<file path="src/include/cfs_map.svh">
`ifndef CFS_MAP_SVH
`define CFS_MAP_SVH

// instruction words, 10 bits each
`define CFS_OP_SKIP_ACC_IMM 10'h025
`define CFS_OP_SKIP_ACC_MEM 10'h026
`define CFS_OP_SKIP_EXT0 10'h038
`define CFS_OP_SKIP_EXT1 10'h039

// register byte offsets
`define CFS_OFS_CTRL 5'h00
`define CFS_OFS_FLAGS 5'h04
`define CFS_OFS_EVT_STAT 5'h08
`define CFS_OFS_EVT_MASK 5'h0c
`define CFS_OFS_STATE 5'h10

// field positions
`define CFS_CTRL_EXT0_EN 0
`define CFS_CTRL_EXT1_EN 1
`define CFS_EVT_CMP_SKIP 0
`define CFS_EVT_EXT0_SKIP 1
`define CFS_EVT_EXT1_SKIP 2
`define CFS_EVT_FLAG_NOP 3
`define CFS_EVT_W 4

// reset values and answers
`define CFS_RST_CTRL 2'h0
`define CFS_RST_MASK 4'h0
`define CFS_RESP_OKAY 2'h0
`define CFS_RESP_SLVERR 2'h2

`endif

</file>
<file path="src/include/cfs_pkg.sv">
package cfs_pkg;

	typedef enum logic [1:0] {
		CFS_ST_RUN,
		CFS_ST_OPERAND,
		CFS_ST_SKIP
	} cfs_state_e;

	// one fetched word from the fetch stage
	typedef struct packed {
		logic valid;
		logic [9:0] word;
	} cfs_fetch_s;

	// operands offered by the datapath
	typedef struct packed {
		logic [3:0] acc;
		logic [3:0] mem;
	} cfs_operand_s;

	// register write handed from the bus slave
	typedef struct packed {
		logic en;
		logic [4:0] addr;
		logic [31:0] data;
		logic [3:0] strb;
	} cfs_regwr_s;

endpackage
</file>
<file path="src/hw/cfs_axil_slave.sv">
`include "cfs_map.svh"

module cfs_axil_slave
	import cfs_pkg::*;
(
	input wire logic sys_clk, // instruction cycle clock
	input wire logic rst_n, // sync reset
	input wire logic [4:0] s_awaddr, // write address
	input wire logic s_awvalid, // write address valid
	output logic s_awready, // write address ready
	input wire logic [31:0] s_wdata, // write data
	input wire logic [3:0] s_wstrb, // byte strobes
	input wire logic s_wvalid, // write data valid
	output logic s_wready, // write data ready
	output logic [1:0] s_bresp, // write response
	output logic s_bvalid, // write response valid
	input wire logic s_bready, // write response ready
	input wire logic [4:0] s_araddr, // read address
	input wire logic s_arvalid, // read address valid
	output logic s_arready, // read address ready
	output logic [31:0] s_rdata, // read data
	output logic [1:0] s_rresp, // read response
	output logic s_rvalid, // read data valid
	input wire logic s_rready, // read data ready
	output cfs_regwr_s reg_wr, // one-cycle write strobe
	output logic [4:0] rd_addr, // read lookup address
	input wire logic [31:0] rd_data, // read lookup result
	input wire logic rd_hit // read address is mapped
);

	logic awready_q, wready_q, bvalid_q, arready_q, rvalid_q;
	logic [1:0] bresp_q, rresp_q;
	logic [31:0] rdata_q;
	logic [4:0] awaddr_q;
	logic [31:0] wdata_q;
	logic [3:0] wstrb_q;
	logic wr_fire;

	// both halves held and no answer pending
	assign wr_fire = !awready_q && !wready_q && !bvalid_q;
	assign reg_wr = '{en: wr_fire, addr: awaddr_q, data: wdata_q,
		strb: wstrb_q};
	assign rd_addr = s_araddr;

	function automatic logic mapped(input logic [4:0] a);
		mapped = a == `CFS_OFS_CTRL || a == `CFS_OFS_FLAGS ||
			a == `CFS_OFS_EVT_STAT || a == `CFS_OFS_EVT_MASK ||
			a == `CFS_OFS_STATE;
	endfunction

	// write channels: address and data taken in either order
	always_ff @(posedge sys_clk) begin
		if (!rst_n) begin
			awready_q <= 1'b1;
			wready_q <= 1'b1;
			bvalid_q <= 1'b0;
			bresp_q <= `CFS_RESP_OKAY;
			awaddr_q <= 5'h00;
			wdata_q <= 32'h0000_0000;
			wstrb_q <= 4'h0;
		end else begin
			if (awready_q && s_awvalid) begin
				awready_q <= 1'b0;
				awaddr_q <= s_awaddr;
			end
			if (wready_q && s_wvalid) begin
				wready_q <= 1'b0;
				wdata_q <= s_wdata;
				wstrb_q <= s_wstrb;
			end
			if (wr_fire) begin
				bvalid_q <= 1'b1;
				bresp_q <= mapped(awaddr_q) ? `CFS_RESP_OKAY
					: `CFS_RESP_SLVERR;
			end
			if (bvalid_q && s_bready) begin
				bvalid_q <= 1'b0;
				awready_q <= 1'b1;
				wready_q <= 1'b1;
			end
		end
	end

	// read channel: data captured on the address handshake
	always_ff @(posedge sys_clk) begin
		if (!rst_n) begin
			arready_q <= 1'b1;
			rvalid_q <= 1'b0;
			rdata_q <= 32'h0000_0000;
			rresp_q <= `CFS_RESP_OKAY;
		end else if (arready_q && s_arvalid) begin
			arready_q <= 1'b0;
			rvalid_q <= 1'b1;
			rdata_q <= rd_data;
			rresp_q <= rd_hit ? `CFS_RESP_OKAY : `CFS_RESP_SLVERR;
		end else if (rvalid_q && s_rready) begin
			rvalid_q <= 1'b0;
			arready_q <= 1'b1;
		end
	end

	assign s_awready = awready_q;
	assign s_wready = wready_q;
	assign s_bvalid = bvalid_q;
	assign s_bresp = bresp_q;
	assign s_arready = arready_q;
	assign s_rvalid = rvalid_q;
	assign s_rdata = rdata_q;
	assign s_rresp = rresp_q;

endmodule

</file>
<file path="src/hw/cfs_skip_unit.sv">
// Behaviour
// - the immediate compare skips the next instruction when acc equals n.
// - the immediate compare is two words, 0000100101 then n in bits 3:0.
// - the memory compare skips the next instruction when acc equals mem.
// - the memory compare is the single one-cycle word 0000100110.
// - with ext0 enable low, a set ext0 flag skips and is then cleared.
// - word 0000111000 tests ext0; with enable bit 0 high it is a no-op.
// - with ext1 enable low, a set ext1 flag skips and is then cleared.
// - word 0000111001 tests ext1; with enable bit 1 high it is a no-op.
//
// Decided for this implementation: the AXI4-Lite register port and the register offsets.
`include "cfs_map.svh"

module cfs_skip_unit
	import cfs_pkg::*;
(
	input wire logic sys_clk, // instruction cycle clock
	input wire logic rst_n, // sync reset, active low
	input cfs_fetch_s fetch, // fetched word and its valid
	input cfs_operand_s operand, // accumulator and m(dp)
	input wire logic [1:0] ext_req_set, // request flag set pulses
	output logic skip_next_q, // next fetched word is inhibited
	output logic operand_next_q, // next word is an immediate
	output logic inhibit_q, // pulse: a word was swallowed
	output logic [1:0] ext_request_flag_q, // ext1/ext0 flags
	output logic [1:0] ext_irq_enable_q, // ext1/ext0 enables
	output logic irq_q, // level interrupt
	input wire logic [4:0] s_awaddr, // write address
	input wire logic s_awvalid, // write address valid
	output logic s_awready, // write address ready
	input wire logic [31:0] s_wdata, // write data
	input wire logic [3:0] s_wstrb, // byte strobes
	input wire logic s_wvalid, // write data valid
	output logic s_wready, // write data ready
	output logic [1:0] s_bresp, // write response
	output logic s_bvalid, // write response valid
	input wire logic s_bready, // write response ready
	input wire logic [4:0] s_araddr, // read address
	input wire logic s_arvalid, // read address valid
	output logic s_arready, // read address ready
	output logic [31:0] s_rdata, // read data
	output logic [1:0] s_rresp, // read response
	output logic s_rvalid, // read data valid
	input wire logic s_rready // read data ready
);

	cfs_state_e state_q, state_d;
	cfs_regwr_s reg_wr;
	logic [4:0] rd_addr;
	logic [31:0] rd_data;
	logic rd_hit;
	logic [`CFS_EVT_W-1:0] evt_stat_q, evt_mask_q, evt_set;
	logic [1:0] flag_clr;
	logic [1:0] snz_hit;
	logic [1:0] snz_nop;
	logic is_imm, is_mem, cmp_mem_eq, cmp_imm_eq;
	logic word_live;

	cfs_axil_slave u_bus (
		.sys_clk(sys_clk),
		.rst_n(rst_n),
		.s_awaddr(s_awaddr),
		.s_awvalid(s_awvalid),
		.s_awready(s_awready),
		.s_wdata(s_wdata),
		.s_wstrb(s_wstrb),
		.s_wvalid(s_wvalid),
		.s_wready(s_wready),
		.s_bresp(s_bresp),
		.s_bvalid(s_bvalid),
		.s_bready(s_bready),
		.s_araddr(s_araddr),
		.s_arvalid(s_arvalid),
		.s_arready(s_arready),
		.s_rdata(s_rdata),
		.s_rresp(s_rresp),
		.s_rvalid(s_rvalid),
		.s_rready(s_rready),
		.reg_wr(reg_wr),
		.rd_addr(rd_addr),
		.rd_data(rd_data),
		.rd_hit(rd_hit)
	);

	// a word is decoded only in the run state
	assign word_live = fetch.valid && state_q == CFS_ST_RUN;

	// opcode decode of the two compares
	assign is_imm = word_live
		&& fetch.word == `CFS_OP_SKIP_ACC_IMM;
	assign is_mem = word_live
		&& fetch.word == `CFS_OP_SKIP_ACC_MEM;
	assign cmp_mem_eq = operand.acc == operand.mem;
	// only the low nibble of the operand word matters
	assign cmp_imm_eq = operand.acc == fetch.word[3:0];

	// flag tests, one lane per external request
	genvar g;
	generate
		for (g = 0; g < 2; g++) begin : g_snz
			logic op_hit;
			// opcodes 038 and 039 differ only in bit 0
			assign op_hit = word_live && fetch.word ==
				(`CFS_OP_SKIP_EXT0 | 10'(g));
			// enable high turns the test into a no-op
			assign snz_nop[g] = op_hit && ext_irq_enable_q[g];
			assign snz_hit[g] = op_hit && !ext_irq_enable_q[g]
				&& ext_request_flag_q[g];
			assign flag_clr[g] = snz_hit[g];
		end
	endgenerate

	// sequencer: run, wait for immediate, swallow one word
	always_comb begin
		state_d = state_q;
		unique case (state_q)
			CFS_ST_RUN: begin
				if (is_imm)
					state_d = CFS_ST_OPERAND;
				else if (is_mem && cmp_mem_eq)
					state_d = CFS_ST_SKIP;
				else if (|snz_hit)
					state_d = CFS_ST_SKIP;
			end
			CFS_ST_OPERAND: begin
				if (fetch.valid)
					state_d = cmp_imm_eq ? CFS_ST_SKIP
						: CFS_ST_RUN;
			end
			CFS_ST_SKIP: begin
				if (fetch.valid)
					state_d = CFS_ST_RUN;
			end
		endcase
	end

	always_ff @(posedge sys_clk) begin
		if (!rst_n)
			state_q <= CFS_ST_RUN;
		else
			state_q <= state_d;
	end

	// advance notice for the core, registered so it is glitch free
	always_ff @(posedge sys_clk) begin
		if (!rst_n) begin
			skip_next_q <= 1'b0;
			operand_next_q <= 1'b0;
		end else begin
			skip_next_q <= state_d == CFS_ST_SKIP;
			operand_next_q <= state_d == CFS_ST_OPERAND;
		end
	end

	// a skipped word is still fetched, only its effect is dropped;
	// no carry path exists here, so carry cannot change
	always_ff @(posedge sys_clk) begin
		if (!rst_n)
			inhibit_q <= 1'b0;
		else
			inhibit_q <= fetch.valid
				&& state_q == CFS_ST_SKIP;
	end

	// request flags: a new request beats the clear by the test
	always_ff @(posedge sys_clk) begin
		if (!rst_n)
			ext_request_flag_q <= 2'h0;
		else
			ext_request_flag_q <= ext_req_set
				| (ext_request_flag_q & ~flag_clr);
	end

	// enable bits of the first interrupt control register
	always_ff @(posedge sys_clk) begin
		if (!rst_n)
			ext_irq_enable_q <= `CFS_RST_CTRL;
		else if (reg_wr.en && reg_wr.addr == `CFS_OFS_CTRL
			&& reg_wr.strb[0])
			ext_irq_enable_q <= reg_wr.data[1:0];
	end

	// events for the interrupt status register
	always_comb begin
		evt_set = '0;
		evt_set[`CFS_EVT_CMP_SKIP] = (state_q == CFS_ST_OPERAND
			&& fetch.valid && cmp_imm_eq) || (is_mem && cmp_mem_eq);
		evt_set[`CFS_EVT_EXT0_SKIP] = snz_hit[0];
		evt_set[`CFS_EVT_EXT1_SKIP] = snz_hit[1];
		evt_set[`CFS_EVT_FLAG_NOP] = |snz_nop;
	end

	// sticky status, write one to clear; a new event wins
	always_ff @(posedge sys_clk) begin
		if (!rst_n)
			evt_stat_q <= '0;
		else if (reg_wr.en && reg_wr.addr == `CFS_OFS_EVT_STAT
			&& reg_wr.strb[0])
			evt_stat_q <= evt_set
				| (evt_stat_q & ~reg_wr.data[`CFS_EVT_W-1:0]);
		else
			evt_stat_q <= evt_stat_q | evt_set;
	end

	always_ff @(posedge sys_clk) begin
		if (!rst_n)
			evt_mask_q <= `CFS_RST_MASK;
		else if (reg_wr.en && reg_wr.addr == `CFS_OFS_EVT_MASK
			&& reg_wr.strb[0])
			evt_mask_q <= reg_wr.data[`CFS_EVT_W-1:0];
	end

	// one cycle behind the status bits, by design of the flop output
	always_ff @(posedge sys_clk) begin
		if (!rst_n)
			irq_q <= 1'b0;
		else
			irq_q <= |(evt_stat_q & evt_mask_q);
	end

	// read lookup; unmapped reads return zero and an error
	always_comb begin
		rd_data = 32'h0000_0000;
		rd_hit = 1'b1;
		unique case (rd_addr)
			`CFS_OFS_CTRL: rd_data[1:0] = ext_irq_enable_q;
			`CFS_OFS_FLAGS: rd_data[1:0] = ext_request_flag_q;
			`CFS_OFS_EVT_STAT: rd_data[`CFS_EVT_W-1:0] = evt_stat_q;
			`CFS_OFS_EVT_MASK: rd_data[`CFS_EVT_W-1:0] = evt_mask_q;
			`CFS_OFS_STATE: rd_data[1:0] = state_q;
			default: rd_hit = 1'b0;
		endcase
	end

endmodule

</file>
<file path="config.mk">
export PLATFORM = sky130hd
export DESIGN_NAME = cfs_skip_unit
export DESIGN_NICKNAME = d
export VERILOG_FILES = /design/src/include/cfs_pkg.sv /design/src/hw/cfs_axil_slave.sv /design/src/hw/cfs_skip_unit.sv
export VERILOG_INCLUDE_DIRS = /design/src /design/src/include
export SDC_FILE = /design/constraint.sdc
export NUM_CORES = 1
export LEC_CHECK = 0
export BUFFER_PORTS_ARGS = -buffer_cell sky130_fd_sc_hd__buf_2
export CAP_MARGIN = 40
export CORE_ASPECT_RATIO = 1.25
export CORE_MARGIN = 1
export CORE_UTILIZATION = 25
export DETAILED_ROUTE_END_ITERATION = 10
export HOLD_SLACK_MARGIN = 0.06
export PLACE_DENSITY_LB_ADDON = 0.12
export SLEW_MARGIN = 40
export SYNTH_ARGS = -nofsm -noshare
export SYNTH_HDL_FRONTEND = slang
export SYNTH_SLANG_ARGS = --single-unit
export TNS_END_PERCENT = 100
</file>
<file path="constraint.sdc">
create_clock -name sys_clk -period 1.47 [get_ports sys_clk]
set_input_delay 0.147 -clock sys_clk [delete_from_list [all_inputs] [get_ports sys_clk]]
set_output_delay 0.147 -clock sys_clk [all_outputs]
set_load 0.01 [all_outputs]
</file>
Yosys cells after proc, flatten, opt, wreduce, memory -nomap -nowiden
Index checks and enable logic that the tools add are counted.
Operators by class
  eq/ne operators: 18
  mux-type cells: 17
  bitwise gates (word level): 9
  reduce and logical (&&, ||, !) cells: 47
Operator list (count)
  == test 10 x 6 -> 1 bit, second input constant: 4
  logical AND 1 bit: 28
  == test 5 x 4 -> 1 bit, second input constant: 4
  2-to-1 mux 2 bit: 8
  == test 5 x 3 -> 1 bit, second input constant: 2
  == test 5 bit, second input constant: 2
  logical NOT 5 bit: 2
  one-hot mux 2 bit (5 select lines): 1
  AND 4 bit: 2
  == test 4 bit: 2
  OR 4 bit: 2
  one-hot mux 2 bit (3 select lines): 1
  OR reduction 2 bit: 3
  logical NOT 1 bit: 5
  logical OR 1 bit: 5
  2-to-1 mux 1 bit: 5
  OR reduction 5 bit: 1
  == test 2 x 1 -> 1 bit, second input constant: 2
  == test 2 bit, second input constant: 2
  2-to-1 mux 4 bit: 1
  NOT 4 bit: 1
  one-hot mux 2 bit (2 select lines): 1
  OR reduction 4 bit: 1
  AND 2 bit: 1
  other kinds (5): 5
Storage, ports and cells
  register bits after elaboration: 41
  output and inout bits: 49

Depth between registers and ports, before layout
  depth in word-level cells: 11
  mapped depth: 7
  mapped depth without buffers: 7

By module
From an unflattened synthesis, not the netlist that was laid out.
Unflattened totals
  cell total of the unflattened synthesis: 484
  area, all modules: 4151.5 µm²
Modules (own cells, without submodules)
  cfs_axil_slave: instances 1, cells an instance 354, area each 3019.1 µm²
  cfs_skip_unit: instances 1, cells an instance 130, area each 1132.3 µm²

Worst setup path before layout
Ideal clock, no wire load.
  kind: register to register
  start: register state_q[1]
  end: register operand_next_q
  arrival time: 1.483 ns
  required time: 1.341 ns
  setup slack: -0.142 ns
  cell stages (with the launch flop): 7
  buffers on the path: 0
  period minus slack after synthesis: 1.612 ns
  path through: dfxtp_1 inv_1 ha_1 nor4bb_1 nand4_1 a32o_1 a21boi_0
On the way
  longest elaborated chain between the ends: 11
Ends and longest elaborated chain
  from (decl): line cfs_skip_unit.sv:47  | cfs_state_e state_q, state_d;
  from (signal assigned): line cfs_skip_unit.sv:141  | state_q <= state_d;
  logical NOT 2 bit: line cfs_skip_unit.sv:86, cfs_skip_unit.sv:116
  logical AND 1 bit: line cfs_skip_unit.sv:86  | assign word_live = fetch.valid && state_q == CFS_ST_RUN;
  logical AND 1 bit: line cfs_skip_unit.sv:103  | assign op_hit = word_live && fetch.word ==
  logical AND 1 bit: line cfs_skip_unit.sv:107  | assign snz_hit[g] = op_hit && !ext_irq_enable_q[g]
  logical AND 1 bit: line cfs_skip_unit.sv:108  | && ext_request_flag_q[g];
  OR reduction 2 bit: line cfs_skip_unit.sv:122  | else if (|snz_hit)
  2-to-1 mux 2 bit: line cfs_skip_unit.sv:122
  2-to-1 mux 2 bit: line cfs_skip_unit.sv:120  | else if (is_mem && cmp_mem_eq)
  2-to-1 mux 2 bit: line cfs_skip_unit.sv:118  | if (is_imm)
  one-hot mux 2 bit (3 select lines) (*): line cfs_skip_unit.sv:116  | unique case (state_q)
  == test 2 x 1 -> 1 bit (*): line cfs_skip_unit.sv:151  | operand_next_q <= state_d == CFS_ST_OPERAND;
  to (signal assigned): line cfs_skip_unit.sv:148  | operand_next_q <= 1'b0;
  to (signal assigned): line cfs_skip_unit.sv:151
  to (decl): line cfs_skip_unit.sv:23  | output logic operand_next_q,
Mark *: on every way between the ends. The rest lies on a longest branch, timed or not.
A chain may end at the register's enable or synchronous reset.

Final worst setup path
Ends and elaborated chain as after synthesis.

==> summary.md <==
| Metric | Value |
|---|---|
| Final WS setup | `-0.0493 ns` |
| F_max | `658 MHz` |
| Fraction of layout instances using a drive strength above 1 | `36.6%` |
| Via density | `4.36` |
| Yosys top cell by area | `dfxtp_1` |
| Finish-stage setup viols | `2` |
| Htree depth | `2` |
| Clock sink count | `39` |
| Clock Latency Late Sink | `0.30 ns` |
| Max VDD drop | `0.301 mV` |
| Final nets | `404` |
| Buffers on Ports | `61` |
| CP endpoint | `operand_next_q` |
| Placed insts | `416` |
| First-pass GRT wire length | `8.72 mm` |
| R2R cell count | `7` |
| Clock power frac | `39.2%` |
| Pin count of the biggest net entering global routing | `17` |
| Syn_area_per_cell | `8.82 sq um` |
| Diodes inserted | `0` |
| Post-Syn Instances | `243` |
| Reg2reg end | `operand_next_q` |
| Sw Ratio | `26.9%` |
| Outcome | `finished, violations left` |
| Drt pass-1 iters | `7` |
| Internal | `0.00184 W` |
| Most common cell in the netlist | `dfxtp_1` |
| IO Count | `123` |
| LEAKAGE | `1.31 nW` |
| Worst Setup End Kind | `register` |
| Tot GR Track Use | `12.6%` |
| EDFF count, synth | `0` |
| Initial Util | `25.8%` |
| Gr ovfl total | `0` |
| CTS Root Cell | `clkbuf_8` |
| Comb pwr share | `15.8%` |
| Final TNS setup | `-0.0693 ns` |
| Max-cap violations | `0` |
| HPWL Detailed | `4.28 mm` |
| Die width | `84.8 um` |
| WL/cell | `12.4 um` |
| Final Critical Period | `1.52 ns` |
| Total power | `0.00252 W` |
| CTS Hold Bufs | `0` |
| Post-synthesis async set-or-reset flop share | `0%` |
| Worst Path Required | `1.66 ns` |
| Worst Hold Class | `input pin to register` |
| Crit Path Max Fanout | `3` |
| Crit-path max cell delay | `0.34 ns` |
| Die Height | `105 um` |
| Total Routed Length | `5.28 mm` |
| Sequential share of power | `45.0%` |
| TritonCTS clock tree | `built` |
| ANT nets after route | `0` |
| Final Wtd Congestion | `0.767` |
| R2R Path Start | `state_q[1]` |
| Crit-path cells | `inv_2, ha_4, nand4b_1, and4bb_2, a21oi_2, a32o_2, a21boi_2` |
| Setup crit start kind | `register` |
| Sequential element share of the synthesized area | `36.4%` |
| Slowest cell on crit path | `and4bb_2` |
| Initial antenna violation count | `0` |
| Core Box Area | `8290 sq um` |
| Final cell count without fillers | `425` |
| Row count | `37` |
| Number of distinct library cells after synthesis | `45` |
| Vias | `1,853` |
| Reg clk slew, reported paths | `0.08 ns` |
| Slew Limit Fails | `0` |
| Mapped Area | `2140 sq um` |
| Clk_skew | `0.0104 ns` |
| Flops & latches, synth | `39` |
| Die area | `8940 sq um` |
| Crit path from | `state_q[1]` |
| Fin crit share | `103%` |
| Most common flop cell mapped by yosys | `dfxtp_1` |
| Number of remaining DRC errors | `12` |
| Ranking of synthesized cells by area | `dfxtp_1 36%, buf_4 11%, a21boi_0 6.7%` |
| Crit path kind | `register to register` |
| Post-synth top area share | `36.4%` |
| CP arrival | `1.71 ns` |
| Clock buffer depth | `2` |
| YS warnings | `0` |
| Detailed Route Iter0 Violations | `68` |
| R2R setup slack | `-0.05 ns` |
| Failing checks | `DRC, setup timing` |
| Pwr Density | `895 nW/um^2` |
| RSZ-0062 raised after global routing | `true` |
| Final Hold Vio Count | `0` |
| Worst Hold Slack | `0.0893 ns` |
| Vias in the first global route | `1,814` |
| Min-delay src | `ext_req_set[1]` |
| P&R area growth vs syn | `31.4%` |
| CTS Buf Count | `5` |
| P_sw | `0.000678 W` |
| Post-synth top cells | `39 x dfxtp_1, 31 x buf_4, 21 x nand2_1` |
-- power groups by stage --
| stage | Sequential [W] | Combinational, W | Clock, W |
|---|---|---|---|
| after floorplan | 0.00116 | 0.000258 | 0 |
| after global placement | 0.00116 | 0.000385 | 0 |
| after detailed placement | 0.00116 | 0.000385 | 0 |
| after CTS | 0.00113 | 0.000399 | 0.00102 |
| after global routing | 0.00114 | 0.000449 | 0.00106 |
| final | 0.00113 | 0.000398 | 0.000988 |
-- repair_timing --
item	CTS	global route
gates resized for setup	12	8
pin swaps	8	4
setup buffers	1	0
setup endpoints to repair	12	11
-- worst max-delay path: cells and delay by family, from the launching register on --
| family | cells | cell delay [ns] |
|---|---|---|
| DFF | 1 | 0.33 |
| and+or+nand+nor | 2 | 0.41 |
| adders and majority gates | 1 | 0.13 |
| buffers and inverters | 1 | 0.07 |
| AOI/OAI and AO/OA | 3 | 0.47 |
-- placed cells by master, fill, tap and decap left out, types with 2 or more instances in the layout --
cell / n
a21oi_1: 7
inv_1: 5
nand4_1: 3
inv_2: 2
buf_2: 61
nand2_1: 21
clkbuf_8: 6
nor3_4: 2
conb_1: 30
nor2b_1: 14
nor3_1: 6
nor3_2: 2
xor2_1: 7
a22oi_1: 4
dfxtp_1: 36
a21boi_2: 3
and3_1: 3
o21ai_0: 5
nor2_1: 6
nand3_1: 12
a21boi_0: 16
mux2i_1: 10
nor3b_1: 2
mux2_2: 3
o22ai_1: 2
buf_4: 25
o21a_1: 3
dfxtp_2: 3
nand2b_1: 2
-- final cells by class --
cell class / instances / area, sq um
clock buffer: 6 / 82.6
fill: 893 / 5470
sequential: 39 / 785
clock inverter: 2 / 38.8
inverter: 7 / 26.3
tap: 97 / 121
timing repair buffer: 86 / 493
multi-input combinational: 188 / 1270
-- how the worst min path moves through the flow --
stage / end / slack [ns] / cells past startpoint
floorplan: u_bus.s_wready / 0.24 / 1
global placement: ext_request_flag_q[1] / 0.38 / 3
detailed placement: ext_request_flag_q[1] / 0.40 / 3
CTS: ext_request_flag_q[1] / 0.09 / 3
global route: u_bus.wstrb_q[0] / 0.11 / 3
finish: ext_request_flag_q[1] / 0.09 / 3
-- through the flow --
stage / instance area (sq um) / utilization [%] / worst slack (ns)
detailed placement: 2610 / 31.5 / -0.230
finish: 2820 / 34.0 / -0.0493
floorplan: 2280 / - / -0.104
global placement: 2610 / 31.5 / -0.202
global route: 2820 / 34.0 / -0.142
CTS: 2780 / 33.5 / -0.0548
-- metal layers --
| metal | vias to the layer above | share of wire [%] | GRT usage, % | wire length [um] |
|---|---|---|---|---|
| li1 | 956 | - | - | - |
| met1 | 830 | 42 | 15.0 | 2230 |
| met2 | 60 | 51 | 22.1 | 2680 |
| met3 | 7 | 5.2 | 2.43 | 272 |
| met4 | 0 | 1.7 | 4.72 | 90 |
| met5 | - | 0 | 0 | 0 |
-- state kept, by name, summed over array words and instances (netlist names), 2 cells and up --
signal and flops:
state_q 2, ext_request_flag_q 2, evt_stat_q 4, u_bus.awaddr_q 5, evt_mask_q 4, ext_irq_enable_q 2, u_bus.wdata_q 4, u_bus.s_rdata 4
-- logic make-up after synthesis --
logic type,share of synthesized area [%]
AOI/OAI and AO/OA,15.6
xor gates and xnor gates,3.27
adders and majority gates,1.75
buffers and inverters,13.7
DFF,36.4
muxes,6.25
other,0.175
and+or+nand+nor,22.8
No activity file was read; power rests on OpenSTA's default activity.
